$ cat src/hw/ulms_regs.svh
`ifndef ULMS_REGS_SVH
`define ULMS_REGS_SVH
// =====================================================
// register indices (byte address is four times these)
`define ULMS_IDX_MCTL0 8'hc4
`define ULMS_IDX_LSR0 8'hc5
`define ULMS_IDX_MSR0 8'hc6
`define ULMS_IDX_MCTL1 8'hd4
`define ULMS_IDX_LSR1 8'hd5
`define ULMS_IDX_MSR1 8'hd6
// =====================================================
// line status fields
`define ULMS_LSR_ERR 7
`define ULMS_LSR_TX_ALL_IDLE 6
`define ULMS_LSR_TX_HOLD_EMPTY 5
`define ULMS_LSR_BRK 4
`define ULMS_LSR_FRM 3
`define ULMS_LSR_PAR 2
`define ULMS_LSR_OVR 1
`define ULMS_LSR_AVL 0
`define ULMS_LSR_RESET 8'h60
// =====================================================
// modem control fields
`define ULMS_MODEM_CTRL_REG_DTR 0
`define ULMS_MODEM_CTRL_REG_RTS 1
`define ULMS_MODEM_CTRL_REG_AUXA 2
`define ULMS_MODEM_CTRL_REG_AUXB 3
`define ULMS_MODEM_CTRL_REG_LOOP 4
`define ULMS_MODEM_CTRL_REG_MULTI 5
`define ULMS_MODEM_CTRL_REG_MASK 8'h7f
`define ULMS_MODEM_CTRL_REG_RESET 8'h00
`define ULMS_MSR_RESET 8'h00
// =====================================================
// bus answers
`define ULMS_RESP_OKAY 2'b00
`define ULMS_RESP_SLVERR 2'b10
`endif

$ cat src/hw/ulms_pkg.sv
package ulms_pkg;
  typedef struct packed {
    logic brk;
    logic frm;
    logic par;
  } ulms_tag_t;
  typedef enum logic [1:0] {
    ULMS_SEL_NONE = 2'b00,
    ULMS_SEL_MODEM_CTRL_REG = 2'b01,
    ULMS_SEL_LSR = 2'b11,
    ULMS_SEL_MSR = 2'b10
  } ulms_sel_t;
endpackage

$ cat src/hw/ulms_tag_if.sv
`timescale 1ns/100ps
`default_nettype none
interface ulms_tag_if #(parameter int DEPTH = 16);
  localparam int CW = $clog2(DEPTH + 1);
  logic push;
  ulms_pkg::ulms_tag_t push_tag;
  logic pop;
  ulms_pkg::ulms_tag_t head;
  logic head_valid;
  logic head_new;
  logic [CW-1:0] count;
  modport ctl(output push, push_tag, pop, input head, head_valid, head_new, count);
  modport mem(input push, push_tag, pop, output head, head_valid, head_new, count);
endinterface
`default_nettype wire

$ cat src/hw/ulms_top.sv
// Function
// - error summary set while errored entries queued; zero without fifo; cleared by read
// - all-idle flag needs holding, shift register empty and idle; resets to one
// - neither transmit empty flag rises while a break is being sent
// - holding-empty flag follows holding register or fifo empty; resets to one
// - break flag set on break longer than a character; cleared by status read
// - fifo mode: break loads one zero character tagged with framing fault
// - framing flag reports head character stop bit fault; cleared by status read
// - parity flag for head character; address byte marker in multidrop mode
// - no fifo: overrun when new character arrives before previous read
// - fifo mode: overrun when fifo full; that character is dropped
// - available flag set when character enters buffer or fifo
// - available flag cleared by buffer read or fifo drained
// - line status register read-only, two instance addresses, reset value 60h
// - modem status register read-only at two instance addresses
// - upper modem bits show inverted carrier, alert, peer, clear pins
// - loopback maps control bits 3, 2, 0, 1 onto those status bits
// - carrier change bit set on either edge; cleared by modem status read
// - alert bit set only on alert pin falling edge; cleared by read
// - peer ready change bit set on any change; cleared by read
// - clear to send change bit set on any change; cleared by read
// - loopback disconnects modem inputs, feeds control bits in their place
// - multidrop mode follows the multidrop enable control bit
//
// The AXI4-Lite slave port was decided locally.
`timescale 1ns/100ps
`default_nettype none
`include "ulms_regs.svh"
module ulms_top #(
  parameter int AW = 12,
  parameter int DEPTH = 16,
  parameter bit PORT_ONE = 1'b0
) (
  input wire logic clk_in,
  input wire logic arst_n_in,
  input wire logic [AW-1:0] s_axi_awaddr_in,
  input wire logic s_axi_awvalid_in,
  output logic s_axi_awready_out,
  input wire logic [31:0] s_axi_wdata_in,
  input wire logic [3:0] s_axi_wstrb_in,
  input wire logic s_axi_wvalid_in,
  output logic s_axi_wready_out,
  output logic [1:0] s_axi_bresp_out,
  output logic s_axi_bvalid_out,
  input wire logic s_axi_bready_in,
  input wire logic [AW-1:0] s_axi_araddr_in,
  input wire logic s_axi_arvalid_in,
  output logic s_axi_arready_out,
  output logic [31:0] s_axi_rdata_out,
  output logic [1:0] s_axi_rresp_out,
  output logic s_axi_rvalid_out,
  input wire logic s_axi_rready_in,
  input wire logic rx_char_done_in,
  input wire logic rx_parity_bad_in,
  input wire logic rx_stop_bad_in,
  input wire logic rx_break_in,
  input wire logic rx_pop_in,
  input wire logic fifo_enable_in,
  output logic rx_load_out,
  output logic rx_zero_out,
  input wire logic tx_hold_empty_in,
  input wire logic tx_shift_empty_in,
  input wire logic tx_idle_in,
  input wire logic send_break_in,
  input wire logic carrier_present_n_in,
  input wire logic call_alert_n_in,
  input wire logic peer_ready_n_in,
  input wire logic clear_send_n_in,
  output logic term_ready_n_out,
  output logic send_req_n_out,
  output logic loop_aux_a_n_out,
  output logic loop_aux_b_n_out,
  output logic loop_mode_out,
  output logic multi_node_out
);
  import ulms_pkg::*;
  localparam int CW = $clog2(DEPTH + 1);
  localparam logic [CW-1:0] FULL = CW'(DEPTH);
  localparam logic [7:0] IDX_MODEM_CTRL_REG = PORT_ONE ? `ULMS_IDX_MCTL1 : `ULMS_IDX_MCTL0;
  localparam logic [7:0] IDX_LSR = PORT_ONE ? `ULMS_IDX_LSR1 : `ULMS_IDX_LSR0;
  localparam logic [7:0] IDX_MSR = PORT_ONE ? `ULMS_IDX_MSR1 : `ULMS_IDX_MSR0;

  // =====================================================
  // address decode
  function automatic ulms_sel_t decode(input logic [AW-1:0] addr);
    ulms_sel_t sel;
    sel = ULMS_SEL_NONE;
    if (addr == AW'({IDX_MODEM_CTRL_REG, 2'b00})) sel = ULMS_SEL_MODEM_CTRL_REG;
    if (addr == AW'({IDX_LSR, 2'b00})) sel = ULMS_SEL_LSR;
    if (addr == AW'({IDX_MSR, 2'b00})) sel = ULMS_SEL_MSR;
    return sel;
  endfunction

  ulms_tag_if #(.DEPTH(DEPTH)) tag ();
  ulms_tag_mem #(.DEPTH(DEPTH)) u_tag_mem (
    .clk_in(clk_in),
    .arst_n_in(arst_n_in),
    .tag(tag.mem)
  );

  logic wr_acc_q, bvalid_q, arready_q, rvalid_q;
  logic [1:0] bresp_q, rresp_q;
  logic [31:0] rdata_q;
  logic [7:0] modem_ctrl_reg_q, lsr_val, msr_val;
  logic wr_take, rd_take, lsr_rd, msr_rd;
  ulms_sel_t wsel, rsel;
  logic accept, full, load, err_in;
  ulms_tag_t in_tag;
  logic avail_q, ovr_q, par_q, frm_q, brk_q, hold_q, idle_q, err_q;
  logic [CW-1:0] err_cnt_q, err_cnt_d;
  logic [3:0] pin_n, sync1_q, sync2_q, src, lvl_q, delta_q, ev;
  logic [1:0] started_q;
  logic load_q, zero_q;
  logic term_q, req_q, auxa_q, auxb_q, loop_q, multi_q;

  // =====================================================
  // bus slave: address and data taken together, one edge later
  always_comb begin
    wsel = decode(s_axi_awaddr_in);
    rsel = decode(s_axi_araddr_in);
    wr_take = wr_acc_q && s_axi_awvalid_in && s_axi_wvalid_in;
    rd_take = arready_q && s_axi_arvalid_in;
    lsr_rd = rd_take && rsel == ULMS_SEL_LSR;
    msr_rd = rd_take && rsel == ULMS_SEL_MSR;
  end

  always_ff @(posedge clk_in or negedge arst_n_in) begin
    if (!arst_n_in) begin
      wr_acc_q <= 1'b0;
      bvalid_q <= 1'b0;
      bresp_q <= `ULMS_RESP_OKAY;
    end else begin
      wr_acc_q <= s_axi_awvalid_in && s_axi_wvalid_in && !wr_acc_q && !bvalid_q;
      if (wr_take) begin
        bvalid_q <= 1'b1;
        bresp_q <= (wsel == ULMS_SEL_NONE) ? `ULMS_RESP_SLVERR : `ULMS_RESP_OKAY;
      end else if (s_axi_bready_in) begin
        bvalid_q <= 1'b0;
      end
    end
  end

  always_ff @(posedge clk_in or negedge arst_n_in) begin
    if (!arst_n_in) begin
      arready_q <= 1'b0;
      rvalid_q <= 1'b0;
      rresp_q <= `ULMS_RESP_OKAY;
      rdata_q <= '0;
    end else begin
      arready_q <= s_axi_arvalid_in && !arready_q && !rvalid_q;
      if (rd_take) begin
        rvalid_q <= 1'b1;
        rresp_q <= (rsel == ULMS_SEL_NONE) ? `ULMS_RESP_SLVERR : `ULMS_RESP_OKAY;
        case (rsel)
          ULMS_SEL_MODEM_CTRL_REG: rdata_q <= {24'h000000, modem_ctrl_reg_q};
          ULMS_SEL_LSR: rdata_q <= {24'h000000, lsr_val};
          ULMS_SEL_MSR: rdata_q <= {24'h000000, msr_val};
          default: rdata_q <= '0;
        endcase
      end else if (s_axi_rready_in) begin
        rvalid_q <= 1'b0;
      end
    end
  end

  // writes to the status registers are accepted and ignored
  always_ff @(posedge clk_in or negedge arst_n_in) begin
    if (!arst_n_in) begin
      modem_ctrl_reg_q <= `ULMS_MODEM_CTRL_REG_RESET;
    end else if (wr_take && wsel == ULMS_SEL_MODEM_CTRL_REG && s_axi_wstrb_in[0]) begin
      modem_ctrl_reg_q <= s_axi_wdata_in[7:0] & `ULMS_MODEM_CTRL_REG_MASK;
    end
  end

  // =====================================================
  // receive side events
  always_comb begin
    accept = rx_char_done_in || rx_break_in;
    full = fifo_enable_in && tag.count == FULL;
    load = accept && !full;
    in_tag.brk = rx_break_in;
    in_tag.frm = rx_break_in || rx_stop_bad_in;
    in_tag.par = !rx_break_in && rx_parity_bad_in;
    err_in = in_tag.brk || in_tag.frm || in_tag.par;
    tag.push = load && fifo_enable_in;
    tag.push_tag = in_tag;
    tag.pop = rx_pop_in && fifo_enable_in;
    err_cnt_d = err_cnt_q + CW'(tag.push && err_in)
      - CW'(tag.pop && tag.head_valid && (tag.head != '0));
  end

  always_ff @(posedge clk_in or negedge arst_n_in) begin
    if (!arst_n_in) begin
      load_q <= 1'b0;
      zero_q <= 1'b0;
    end else begin
      load_q <= load;
      zero_q <= load && rx_break_in;
    end
  end

  always_ff @(posedge clk_in or negedge arst_n_in) begin
    if (!arst_n_in) begin
      avail_q <= 1'b0;
    end else if (load) begin
      avail_q <= 1'b1;
    end else if (rx_pop_in && (!fifo_enable_in || tag.count <= CW'(1))) begin
      avail_q <= 1'b0;
    end
  end

  // new events win over a clearing read in the same cycle
  always_ff @(posedge clk_in or negedge arst_n_in) begin
    if (!arst_n_in) begin
      ovr_q <= 1'b0;
    end else if (accept && (fifo_enable_in ? full : (avail_q && !rx_pop_in))) begin
      ovr_q <= 1'b1;
    end else if (lsr_rd) begin
      ovr_q <= 1'b0;
    end
  end

  always_ff @(posedge clk_in or negedge arst_n_in) begin
    if (!arst_n_in) begin
      brk_q <= 1'b0;
    end else if (rx_break_in) begin
      brk_q <= 1'b1;
    end else if (lsr_rd) begin
      brk_q <= 1'b0;
    end
  end

  // fifo mode reports the head entry, otherwise the buffered character
  always_ff @(posedge clk_in or negedge arst_n_in) begin
    if (!arst_n_in) begin
      frm_q <= 1'b0;
      par_q <= 1'b0;
    end else begin
      if (fifo_enable_in ? (tag.head_new && tag.head.frm) : (load && in_tag.frm)) begin
        frm_q <= 1'b1;
      end else if (lsr_rd) begin
        frm_q <= 1'b0;
      end
      if (fifo_enable_in ? (tag.head_new && tag.head.par) : (load && in_tag.par)) begin
        par_q <= 1'b1;
      end else if (lsr_rd) begin
        par_q <= 1'b0;
      end
    end
  end

  // mirror is not flushed on fifo disable; the summary is masked instead
  always_ff @(posedge clk_in or negedge arst_n_in) begin
    if (!arst_n_in) begin
      err_cnt_q <= '0;
      err_q <= 1'b0;
    end else begin
      err_cnt_q <= err_cnt_d;
      if (!fifo_enable_in) begin
        err_q <= 1'b0;
      end else if (err_cnt_d != '0) begin
        err_q <= 1'b1;
      end else if (lsr_rd) begin
        err_q <= 1'b0;
      end
    end
  end

  // =====================================================
  // transmit empty flags
  always_ff @(posedge clk_in or negedge arst_n_in) begin
    if (!arst_n_in) begin
      hold_q <= 1'(`ULMS_LSR_RESET >> `ULMS_LSR_TX_HOLD_EMPTY);
      idle_q <= 1'b1;
    end else begin
      hold_q <= tx_hold_empty_in && !send_break_in;
      idle_q <= tx_hold_empty_in && tx_shift_empty_in && tx_idle_in
        && !send_break_in;
    end
  end

  always_comb begin
    lsr_val = '0;
    lsr_val[`ULMS_LSR_ERR] = err_q && fifo_enable_in;
    lsr_val[`ULMS_LSR_TX_ALL_IDLE] = idle_q;
    lsr_val[`ULMS_LSR_TX_HOLD_EMPTY] = hold_q;
    lsr_val[`ULMS_LSR_BRK] = brk_q;
    lsr_val[`ULMS_LSR_FRM] = frm_q;
    lsr_val[`ULMS_LSR_PAR] = par_q;
    lsr_val[`ULMS_LSR_OVR] = ovr_q;
    lsr_val[`ULMS_LSR_AVL] = avail_q;
  end

  // =====================================================
  // modem status: pins enter at bit 3 (carrier) down to bit 0 (clear)
  assign pin_n = {carrier_present_n_in, call_alert_n_in, peer_ready_n_in, clear_send_n_in};

  for (genvar i = 0; i < 4; i++) begin : g_sync
    always_ff @(posedge clk_in or negedge arst_n_in) begin
      if (!arst_n_in) begin
        sync1_q[i] <= 1'b1;
        sync2_q[i] <= 1'b1;
      end else begin
        sync1_q[i] <= pin_n[i];
        sync2_q[i] <= sync1_q[i];
      end
    end
  end

  always_comb begin
    if (modem_ctrl_reg_q[`ULMS_MODEM_CTRL_REG_LOOP]) begin
      src = {modem_ctrl_reg_q[3], modem_ctrl_reg_q[2], modem_ctrl_reg_q[0], modem_ctrl_reg_q[1]};
    end else begin
      src = ~sync2_q;
    end
    ev[3] = src[3] ^ lvl_q[3];
    ev[2] = src[2] & ~lvl_q[2];
    ev[1] = src[1] ^ lvl_q[1];
    ev[0] = src[0] ^ lvl_q[0];
    msr_val = {lvl_q, delta_q};
  end

  // a spurious change may latch just after reset; reset loads levels and change bits with zero
  always_ff @(posedge clk_in or negedge arst_n_in) begin
    if (!arst_n_in) begin
      lvl_q <= 4'(`ULMS_MSR_RESET >> 4);
      delta_q <= '0;
    end else begin
      lvl_q <= src;
      delta_q <= (delta_q & ~{4{msr_rd}}) | ev;
    end
  end

  // =====================================================
  // modem control outputs; the four active-low pins go inactive in loopback
  always_ff @(posedge clk_in or negedge arst_n_in) begin
    if (!arst_n_in) begin
      term_q <= 1'b1;
      req_q <= 1'b1;
      auxa_q <= 1'b1;
      auxb_q <= 1'b1;
      loop_q <= 1'b0;
      multi_q <= 1'b0;
      started_q <= '0;
    end else begin
      loop_q <= modem_ctrl_reg_q[`ULMS_MODEM_CTRL_REG_LOOP];
      term_q <= modem_ctrl_reg_q[`ULMS_MODEM_CTRL_REG_LOOP] || !modem_ctrl_reg_q[`ULMS_MODEM_CTRL_REG_DTR];
      req_q <= modem_ctrl_reg_q[`ULMS_MODEM_CTRL_REG_LOOP] || !modem_ctrl_reg_q[`ULMS_MODEM_CTRL_REG_RTS];
      auxa_q <= modem_ctrl_reg_q[`ULMS_MODEM_CTRL_REG_LOOP] || !modem_ctrl_reg_q[`ULMS_MODEM_CTRL_REG_AUXA];
      auxb_q <= modem_ctrl_reg_q[`ULMS_MODEM_CTRL_REG_LOOP] || !modem_ctrl_reg_q[`ULMS_MODEM_CTRL_REG_AUXB];
      multi_q <= modem_ctrl_reg_q[`ULMS_MODEM_CTRL_REG_MULTI];
      started_q <= (started_q == 2'h3) ? started_q : started_q + 2'h1;
    end
  end

  assign s_axi_awready_out = wr_acc_q;
  assign s_axi_wready_out = wr_acc_q;
  assign s_axi_bvalid_out = bvalid_q;
  assign s_axi_bresp_out = bresp_q;
  assign s_axi_arready_out = arready_q;
  assign s_axi_rvalid_out = rvalid_q;
  assign s_axi_rresp_out = rresp_q;
  assign s_axi_rdata_out = rdata_q;
  assign rx_load_out = load_q;
  assign rx_zero_out = zero_q;
  assign term_ready_n_out = term_q;
  assign send_req_n_out = req_q;
  assign loop_aux_a_n_out = auxa_q;
  assign loop_aux_b_n_out = auxb_q;
  assign loop_mode_out = loop_q;
  assign multi_node_out = multi_q;

  // =====================================================
  // checks
  a_break_blocks_empty: assert property (@(posedge clk_in) disable iff (!arst_n_in)
    send_break_in |=> !idle_q && !hold_q)
    else $error("transmit empty flag rose during break");
  a_hold_follows: assert property (@(posedge clk_in) disable iff (!arst_n_in)
    tx_hold_empty_in && !send_break_in |=> hold_q)
    else $error("holding empty flag did not follow");
  a_idle_needs_shift: assert property (@(posedge clk_in) disable iff (!arst_n_in)
    started_q != 2'h0 && idle_q |-> $past(tx_shift_empty_in && tx_idle_in))
    else $error("all idle flag set with busy transmitter");
  a_break_sets: assert property (@(posedge clk_in) disable iff (!arst_n_in)
    rx_break_in |=> brk_q)
    else $error("break flag not set");
  a_read_clears_break: assert property (@(posedge clk_in) disable iff (!arst_n_in)
    lsr_rd && !rx_break_in |=> !brk_q && s_axi_rvalid_out)
    else $error("status read did not clear break flag");
  a_err_off_nofifo: assert property (@(posedge clk_in) disable iff (!arst_n_in)
    lsr_rd && !fifo_enable_in |=> !rdata_q[`ULMS_LSR_ERR])
    else $error("error summary read one without fifo");
  a_full_discards: assert property (@(posedge clk_in) disable iff (!arst_n_in)
    rx_char_done_in && fifo_enable_in && tag.count == FULL |=> ovr_q && !rx_load_out)
    else $error("full fifo overrun mishandled");
  a_nofifo_overrun: assert property (@(posedge clk_in) disable iff (!arst_n_in)
    rx_char_done_in && !fifo_enable_in && avail_q && !rx_pop_in |=> ovr_q)
    else $error("overrun not flagged");
  a_load_marks_avail: assert property (@(posedge clk_in) disable iff (!arst_n_in)
    rx_load_out |-> avail_q)
    else $error("loaded character not flagged available");
  a_loop_mapping: assert property (@(posedge clk_in) disable iff (!arst_n_in)
    modem_ctrl_reg_q[`ULMS_MODEM_CTRL_REG_LOOP] && $stable(modem_ctrl_reg_q)
      |=> lvl_q == $past({modem_ctrl_reg_q[3], modem_ctrl_reg_q[2], modem_ctrl_reg_q[0], modem_ctrl_reg_q[1]}))
    else $error("loopback mapping wrong");
  a_pin_levels: assert property (@(posedge clk_in) disable iff (!arst_n_in)
    started_q == 2'h3 && !modem_ctrl_reg_q[`ULMS_MODEM_CTRL_REG_LOOP] && !$past(modem_ctrl_reg_q[`ULMS_MODEM_CTRL_REG_LOOP])
      |-> lvl_q == ~$past(pin_n, 3))
    else $error("modem level not inverted pin after sync");
  a_clear_delta: assert property (@(posedge clk_in) disable iff (!arst_n_in)
    $changed(lvl_q[0]) |-> delta_q[0])
    else $error("clear to send change not latched");
  a_alert_fall: assert property (@(posedge clk_in) disable iff (!arst_n_in)
    delta_q[2] && !$past(delta_q[2]) |-> lvl_q[2] && !$past(lvl_q[2]))
    else $error("alert bit set without falling pin");
endmodule
`default_nettype wire

$ cat src/hw/ulms_tag_mem.sv
`timescale 1ns/100ps
`default_nettype none
module ulms_tag_mem #(
  parameter int DEPTH = 16
) (
  input wire logic clk_in,
  input wire logic arst_n_in,
  ulms_tag_if.mem tag
);
  import ulms_pkg::*;
  localparam int AW = $clog2(DEPTH);
  localparam int CW = $clog2(DEPTH + 1);
  localparam logic [CW-1:0] FULL = CW'(DEPTH);

  ulms_tag_t mem_q [DEPTH];
  ulms_tag_t head_q;
  logic head_valid_q, head_new_q;
  logic [AW-1:0] wptr_q, rptr_q, nr;
  logic [CW-1:0] cnt_q, cnt_d;
  logic do_push, do_pop;

  // =====================================================
  // pointer arithmetic
  always_comb begin
    do_pop = tag.pop && (cnt_q != '0);
    do_push = tag.push && (cnt_q != FULL);
    cnt_d = cnt_q + CW'(do_push) - CW'(do_pop);
    nr = do_pop ? rptr_q + 1'b1 : rptr_q;
  end

  always_ff @(posedge clk_in) begin
    if (do_push) begin
      mem_q[wptr_q] <= tag.push_tag;
    end
  end

  always_ff @(posedge clk_in or negedge arst_n_in) begin
    if (!arst_n_in) begin
      wptr_q <= '0;
      rptr_q <= '0;
      cnt_q <= '0;
    end else begin
      wptr_q <= do_push ? wptr_q + 1'b1 : wptr_q;
      rptr_q <= nr;
      cnt_q <= cnt_d;
    end
  end

  // =====================================================
  // registered head, bypassed so a push into empty shows at once
  always_ff @(posedge clk_in or negedge arst_n_in) begin
    if (!arst_n_in) begin
      head_q <= '0;
      head_valid_q <= 1'b0;
      head_new_q <= 1'b0;
    end else begin
      head_q <= (do_push && wptr_q == nr) ? tag.push_tag : mem_q[nr];
      head_valid_q <= cnt_d != '0;
      head_new_q <= (cnt_d != '0) && (do_pop || (do_push && cnt_q == '0));
    end
  end

  assign tag.head = head_q;
  assign tag.head_valid = head_valid_q;
  assign tag.head_new = head_new_q;
  assign tag.count = cnt_q;
endmodule
`default_nettype wire

$ cat config.mk
export PLATFORM = sky130hd
export DESIGN_NAME = ulms_top
export DESIGN_NICKNAME = d
export VERILOG_FILES = /design/src/hw/ulms_pkg.sv /design/src/hw/ulms_tag_if.sv /design/src/hw/ulms_top.sv /design/src/hw/ulms_tag_mem.sv
export VERILOG_INCLUDE_DIRS = /design/src /design/src/hw
export SDC_FILE = /design/constraint.sdc
export NUM_CORES = 1
export LEC_CHECK = 0
export ABC_CLOCK_PERIOD_IN_PS = 6900
export BUFFER_PORTS_ARGS = -buffer_cell sky130_fd_sc_hd__buf_2
export CAP_MARGIN = 25
export CORE_ASPECT_RATIO = 1.5
export CORE_UTILIZATION = 27
export DETAILED_ROUTE_END_ITERATION = 10
export HOLD_SLACK_MARGIN = 0.02
export PLACE_DENSITY = 0.53
export SYNTH_ARGS = -nofsm -noshare
export SYNTH_HDL_FRONTEND = slang
export SYNTH_HIERARCHICAL = 1
export SYNTH_SLANG_ARGS = --single-unit
$ cat constraint.sdc
create_clock -name clk_in -period 6.9 [get_ports clk_in]
set_input_delay 1.38 -clock clk_in [delete_from_list [all_inputs] [get_ports clk_in]]
set_output_delay 1.38 -clock clk_in [all_outputs]
set_load 0.05 [all_outputs]
==> results.json, run 1 <==
{
  "synth_edf_count": 48,
  "grt_pass1_vias": 4170,
  "yosysUniqueCellTypes": 64,
  "vdd_drop_max_mv": 0.169,
  "row_count": 68,
  "grt-ovfl-total": 0,
  "cts_buffers": 17,
  "syn_area_um2": 6360,
  "gp_congestion": 0.760,
  "vias_per_cell": 4.52,
  "ant_nets": 0,
  "final-hold-violation-count": 0,
  "diodes": 0,
  "crit_chain": "buf_2 > nor2_1 > nor2_1 > and2_1 > o31a_1 > inv_1 > ha_1 > inv_1 > ha_1 > inv_1 > fa_1 > inv_1 > a21oi_1 > o21bai_1 > xnor2_1 > a32oi_1",
  "critical_path.most_common_cell": "inv_1",
  "cts_hold_buf": 0,
  "place_area_um2": 6940,
  "cts_tree": "yes",
  "grt_use_total_pct": 12.3,
  "setup_tns_ns": 0,
  "firstDrtPassIters": 4,
  "synth-seq-cells": 124,
  "synth_area_leaders": "dfrtp_1, edfxtp_1, mux4_2, dfstp_2, buf_4",
  "vias": 3966,
  "ys_seq_area_share_pct": 52.9,
  "antenna_found_initial": 0,
  "drcViolationCount": 0,
  "routed_wl_mm": 13.8,
  "cts.repair.resized": 0,
  "setup_viol": 0,
  "synthFlopType": "dfrtp_1",
  "clock_latency_ns": 0.41,
  "die_width_um": 127,
  "start_util_pct": 27.6,
  "leakage_uw": 0.00312,
  "wire_per_inst_um": 15.7,
  "crit_path_start_kind": "input port",
  "tightest_slew_ns": 0.843,
  "async_flop_share_pct": 61.3,
  "crit_required_ns": 7.18,
  "maxSlewViolCount": 0,
  "slew_headroom_pct": 43.7,
  "cts_setup_buffers": 0,
  "dpl.hpwl_mm": 10.1,
  "htreeDepth": 4,
  "crit_path_max_fanout": 23,
  "status": "completed",
  "finalCriticalPeriod_ns": 4.21,
  "cts_buffer_depth": 2,
  "layout-drive-gt1-share_pct": 33.1,
  "cts.reportedPaths.clkPinSlew_ns": 0.06,
  "path_class": "input port to register",
  "io_buffer_count": 75,
  "cts-root-buf": "clkbuf_16",
  "grt_max_degree": 77,
  "drt-initial-drc-count": 219,
  "clock.fmax_ghz": 0.238,
  "grt_setup_unrepaired": "false",
  "fin_crit_sh_pct": 60.9,
  "syn_to_final_growth_pct": 18.8,
  "stdcell_area_um2": 7550,
  "pre_cts_ws_ns": 2.26,
  "hold_slack_ns": 0.354,
  "worst_hold_path_type": "register to register",
  "grt_pass1_wl_mm": 22.2,
  "path_delay_family": "adder cells",
  "power_density_nw_per_um2": 385,
  "cp_slowest_cell": "fa_1",
  "setup_ws_ns": 2.69,
  "die_area_um2": 24200,
  "cts.sinks": 124,
  "critPathMaxStageDelay_ns": 0.41,
  "end_kind": "register",
  "cap_violations": 0,
  "fillers": 2277,
  "fin_nets": 648,
  "yosysTopAreaCellShare_pct": 24.4,
  "synth_top_area_cell": "dfrtp_1",
  "synth_cells": 472,
  "fp.dieH_um": 190,
  "critPathBufInv": 5,
  "ys_warn_count": 6,
  "worst_clock_skew_ns": 0.00702,
  "pin_count": 130,
  "syn_avg_cell_area_um2": 13.5,
  "worstPathArrival_ns": 4.48,
  "core_area_um2": 23100
}
-- final cells by class --
class	count	area (um^2)	area share, %
clock inverter	13	130	1.72
timing repair buffer	79	428	5.67
multi-input combinational	295	2670	35.3
tap	315	394	5.22
inverter	32	120	1.59
sequential	124	3360	44.5
clock buffer	19	453	6.00
-- layer usage --
layer / global-route usage, % / vias to the layer above / part of all wire, %
met3: 2.95 / 19 / 4.0
met5: 0 / - / 0
met4: 5.36 / 0 / 2.1
met1: 12.6 / 1974 / 39
met2: 23.4 / 122 / 55
li1: - / 1851 / -
-- state kept, by name, indices dropped and copies added, names as in the netlist, 5 cells and up --
signal,count
err_cnt_q,5
u_tag_mem/tag.count,5
modem_ctrl_reg_q,7
u_tag_mem/mem_q,48
s_axi_rdata_out,8
-- stage by stage --
step	util [%]	total power, uW	std cells
after floorplan	-	1830	497
after global placement	30.1	2020	844
after detailed placement	30.1	2070	844
after CTS	32.6	2950	876
after global routing	32.7	3090	877
final	32.7	2910	877
-- worst register-to-register path: stages, from the launching register on --
cell	delay, ns
dfrtp_1	0.48
or3_1	0.44
nor3_1	0.35
nor2_1	0.17
and2_1	0.21
o31a_1	0.20
inv_1	0.20
ha_1	0.26
inv_1	0.06
ha_1	0.16
inv_1	0.06
fa_1	0.41
inv_1	0.07
a21oi_1	0.06
o21bai_1	0.15
xnor2_1	0.17
a32oi_1	0.13
-- report_power, final --
group	internal, uW	switching (uW)
Combinational	510	551
Clock	523	342
Sequential	876	105
-- worst paths after layout --
check / from / to / slack, ns / depth (start not counted)
max in group asynchronous: arst_n_in / idle_q / 5.50 / 2
min in group asynchronous: arst_n_in / err_cnt_q[1] / 0.78 / 1
setup / recovery: rx_break_in / u_tag_mem/tag.head_new / 2.69 / 16
hold reg to reg: sync1_q[0] / sync2_q[0] / 0.35 / 0
setup reg to reg: u_tag_mem/tag.count[1] / u_tag_mem/tag.head_new / 3.18 / 16
hold / removal: sync1_q[0] / sync2_q[0] / 0.35 / 0
-- logic make-up after synthesis --
family	after synthesis	share of synthesized area, %
AO/OA/AOI/OAI	64	7.08
XOR/XNOR	20	2.97
adder cells (fa/ha/maj)	18	3.78
buffers and inverters	78	6.71
flip-flops	124	52.9
multiplexers	56	15.1
other	1	0.0590
AND/OR/NAND/NOR	111	11.4
-- cell usage in the layout, fill, tap and decap left out, types with 3 or more instances in the layout --
cell type   n
and2_1     15
nor4b_1     3
mux2i_1    11
nor3_1      5
a21oi_1    11
buf_4       4
conb_1     26
inv_6       7
and3_1      6
xnor2_1    15
mux2_2     15
clkbuf_16  17
xor2_1      4
ha_1       16
o22ai_1     6
buf_2      74
dfrtp_1    62
nand2_1    27
nand2b_1    5
a21o_1      4
o31ai_2     3
edfxtp_1   48
nand3_1     7
dfstp_2    14
nor2b_1     5
a22o_1      8
nand4_1     4
inv_1      32
clkinv_4    3
o211ai_1    3
mux4_2     28
o21ai_0    16
nor2_1     10
-- cells in the mapped netlist (2+ instances only) --
| library cell | count |
|---|---|
| and3_1 | 6 |
| buf_2 | 8 |
| and2_1 | 15 |
| nor4_4 | 2 |
| or3_2 | 2 |
| mux2i_1 | 11 |
| clkbuf_1 | 8 |
| nor4b_1 | 3 |
| nand4_1 | 4 |
| mux4_1 | 2 |
| xor2_1 | 4 |
| a21oi_1 | 11 |
| o31a_1 | 2 |
| nor2b_1 | 5 |
| or2_2 | 2 |
| dfrtp_1 | 62 |
| a21o_1 | 4 |
| inv_1 | 32 |
| ha_1 | 16 |
| nor4b_4 | 2 |
| nor3b_1 | 2 |
| edfxtp_1 | 48 |
| and4b_1 | 2 |
| buf_4 | 28 |
| dfstp_2 | 14 |
| o21ai_0 | 16 |
| o22ai_1 | 6 |
| xnor2_1 | 15 |
| nor4bb_1 | 2 |
| mux4_2 | 28 |
| nand3_1 | 7 |
| nand2_1 | 27 |
| nor3_1 | 5 |
| fa_1 | 2 |
| mux2_2 | 15 |
| nor4_1 | 2 |
| o31ai_2 | 3 |
| nand2b_1 | 5 |
| o211ai_1 | 3 |
| nor2_1 | 10 |
| a22o_1 | 8 |
Note: power is estimated with default switching activity, not from simulation.
==> run 2: changes to the inputs <==
- ABC_CLOCK_PERIOD_IN_PS: 6900 -> 3600
- PLACE_DENSITY: 0.53 -> 0.55
- clock period: 6.9 -> 3.6 ns (I/O delays scaled with it)
==> run 2 against run 1 <==
Non-clock buffer count up 10. Die area unchanged. Routed wire length up 0.52%. Total power up 96%. Cell area up 1.5%. Critical path depth unchanged. Worst hold slack worse by 0.27 ns. Register-to-register slack worse by 2.9 ns. Largest power group unchanged.
==> results.json, run 2 (synthesis results as in run 1) <==
{
  "critPathMaxStageDelay_ns": 0.41,
  "htreeDepth": 4,
  "grt_use_total_pct": 12.4,
  "r2r_cells": 16,
  "mostFrequentLayoutCells": "buf_2, dfrtp_1, edfxtp_1",
  "cts_hold_buf": 0,
  "cap_violations": 0,
  "worst_hold_path_type": "input port to asynchronous set/reset pin",
  "critPathLaunch": "u_tag_mem/tag.count[3]",
  "leakage_uw": 0.00319,
  "antenna_found_initial": 0,
  "crit_chain": "or3_1 > nor3_1 > nor2_1 > and2_1 > o31a_1 > inv_1 > ha_1 > inv_1 > ha_1 > inv_1 > fa_1 > inv_1 > a21oi_1 > o21bai_1 > xnor2_1 > a32oi_1",
  "cts.repair.resized": 0,
  "status": "completed",
  "power_density_nw_per_um2": 744,
  "fin_crit_sh_pct": 91.9,
  "tightest_slew_ns": 0.843,
  "path_class": "register to register",
  "crit_path_start_kind": "register",
  "r2r_setup_slack_ns": 0.29,
  "grt_max_degree": 77,
  "finalCriticalPeriod_ns": 3.31,
  "final-seq-area_um2": 3360,
  "setup_ws_ns": 0.293,
  "largest_reg_flops": 48,
  "largest_register": "u_tag_mem/mem_q",
  "mostFrequentLayoutCell": "buf_2",
  "path_delay_family": "simple AND/OR/NAND/NOR gates",
  "dpl.hpwl_mm": 10.5,
  "stdcell_area_um2": 7660,
  "fin_nets": 658,
  "worstPathArrival_ns": 3.60,
  "start_util_pct": 27.6,
  "path_depth": 16,
  "grt_pass1_wl_mm": 22.6,
  "r2r_end": "u_tag_mem/tag.head_new",
  "end_kind": "register",
  "layout-drive-gt1-share_pct": 34.3,
  "critical_path.most_common_cell": "inv_1",
  "vdd_drop_max_mv": 0.407,
  "fillers": 2284,
  "endpoint": "u_tag_mem/tag.head_new",
  "die_width_um": 127,
  "setup_viol": 0,
  "wire_per_inst_um": 15.6,
  "grt-ovfl-total": 0,
  "cts_tree": "yes",
  "cts_buffer_depth": 2,
  "crit_path_max_fanout": 4,
  "cts.reportedPaths.clkPinSlew_ns": 0.06,
  "clock_latency_ns": 0.43,
  "final-hold-violation-count": 0,
  "die_area_um2": 24200,
  "pin_count": 130,
  "ant_nets": 0,
  "hold_slack_ns": 0.0804,
  "core_area_um2": 23100,
  "pre_cts_ws_ns": 0.312,
  "syn_to_final_growth_pct": 20.5,
  "slew_headroom_pct": 43.7,
  "worst_clock_skew_ns": 0.00875,
  "power_uw": 5700,
  "cts.sinks": 124,
  "cts-root-buf": "clkbuf_16",
  "fp.dieH_um": 190,
  "drt-initial-drc-count": 200,
  "multi_input_area_um2": 2670,
  "vias": 4036,
  "maxSlewViolCount": 0,
  "grt_setup_unrepaired": "false",
  "r2r_start": "u_tag_mem/tag.count[3]",
  "crit_required_ns": 3.89,
  "setup_tns_ns": 0,
  "row_count": 68,
  "vias_per_cell": 4.55,
  "critPathBufInv": 4,
  "grt_pass1_vias": 4397,
  "clock.fmax_ghz": 0.302,
  "drcViolationCount": 0,
  "cp_slowest_cell": "dfrtp_1",
  "place_area_um2": 7020,
  "cts_buffers": 17,
  "cts_setup_buffers": 0,
  "firstDrtPassIters": 4,
  "gp_congestion": 0.796,
  "routed_wl_mm": 13.9,
  "io_buffer_count": 75
}
[run 2: changes by cell type in the layout (fill, tap and decap cells not counted), moves of 2 or more]
cell	delta
inv_6	-3
clkbuf_8	-2
buf_4	+10
clkinv_4	-2
inv_8	+6
[run 2: per-layer routing]
metal	up-vias	global-route usage [%]	wire, um
met5	-	0	0
met4	0	5.63	342
met2	109	23.6	7900
met3	26	3.18	505
li1	1871	-	-
met1	2030	12.5	5130
[run 2: through the flow]
stage | utilization (%) | std cells
final | 33.2 | 888
after global routing | 33.2 | 887
after CTS | 33.1 | 886
after detailed placement | 30.4 | 854
after global placement | 30.4 | 854
after floorplan | - | 497
[run 2: worst min path at each step]
stage,end,slack [ns]
floorplan,sync2_q[0],0.35
detailed placement,sync2_q[0],0.35
global placement,sync2_q[3],0.35
global route,modem_ctrl_reg_q[6],0.06
CTS,sync2_q[0],0.35
finish,modem_ctrl_reg_q[6],0.08
[run 2: final cells by class]
| cell class | count | share of cell area, % |
|---|---|---|
| Sequential cell | 124 | 43.9 |
| Multi-Input combinational cell | 295 | 34.8 |
| Timing Repair Buffer | 89 | 6.57 |
| Clock buffer | 18 | 5.88 |
| Tap cell | 315 | 5.14 |
| Clock inverter | 14 | 2.16 |
| Inverter | 32 | 1.57 |
| Antenna cell | 1 | 0.0327 |
[run 2: report_power, final]
group	internal (uW)	switching, uW	leakage, uW
sequential	1680	194	0.00131
clock	1030	727	0.000302
combinational	990	1080	0.00157
total	3700	2000	0.00319
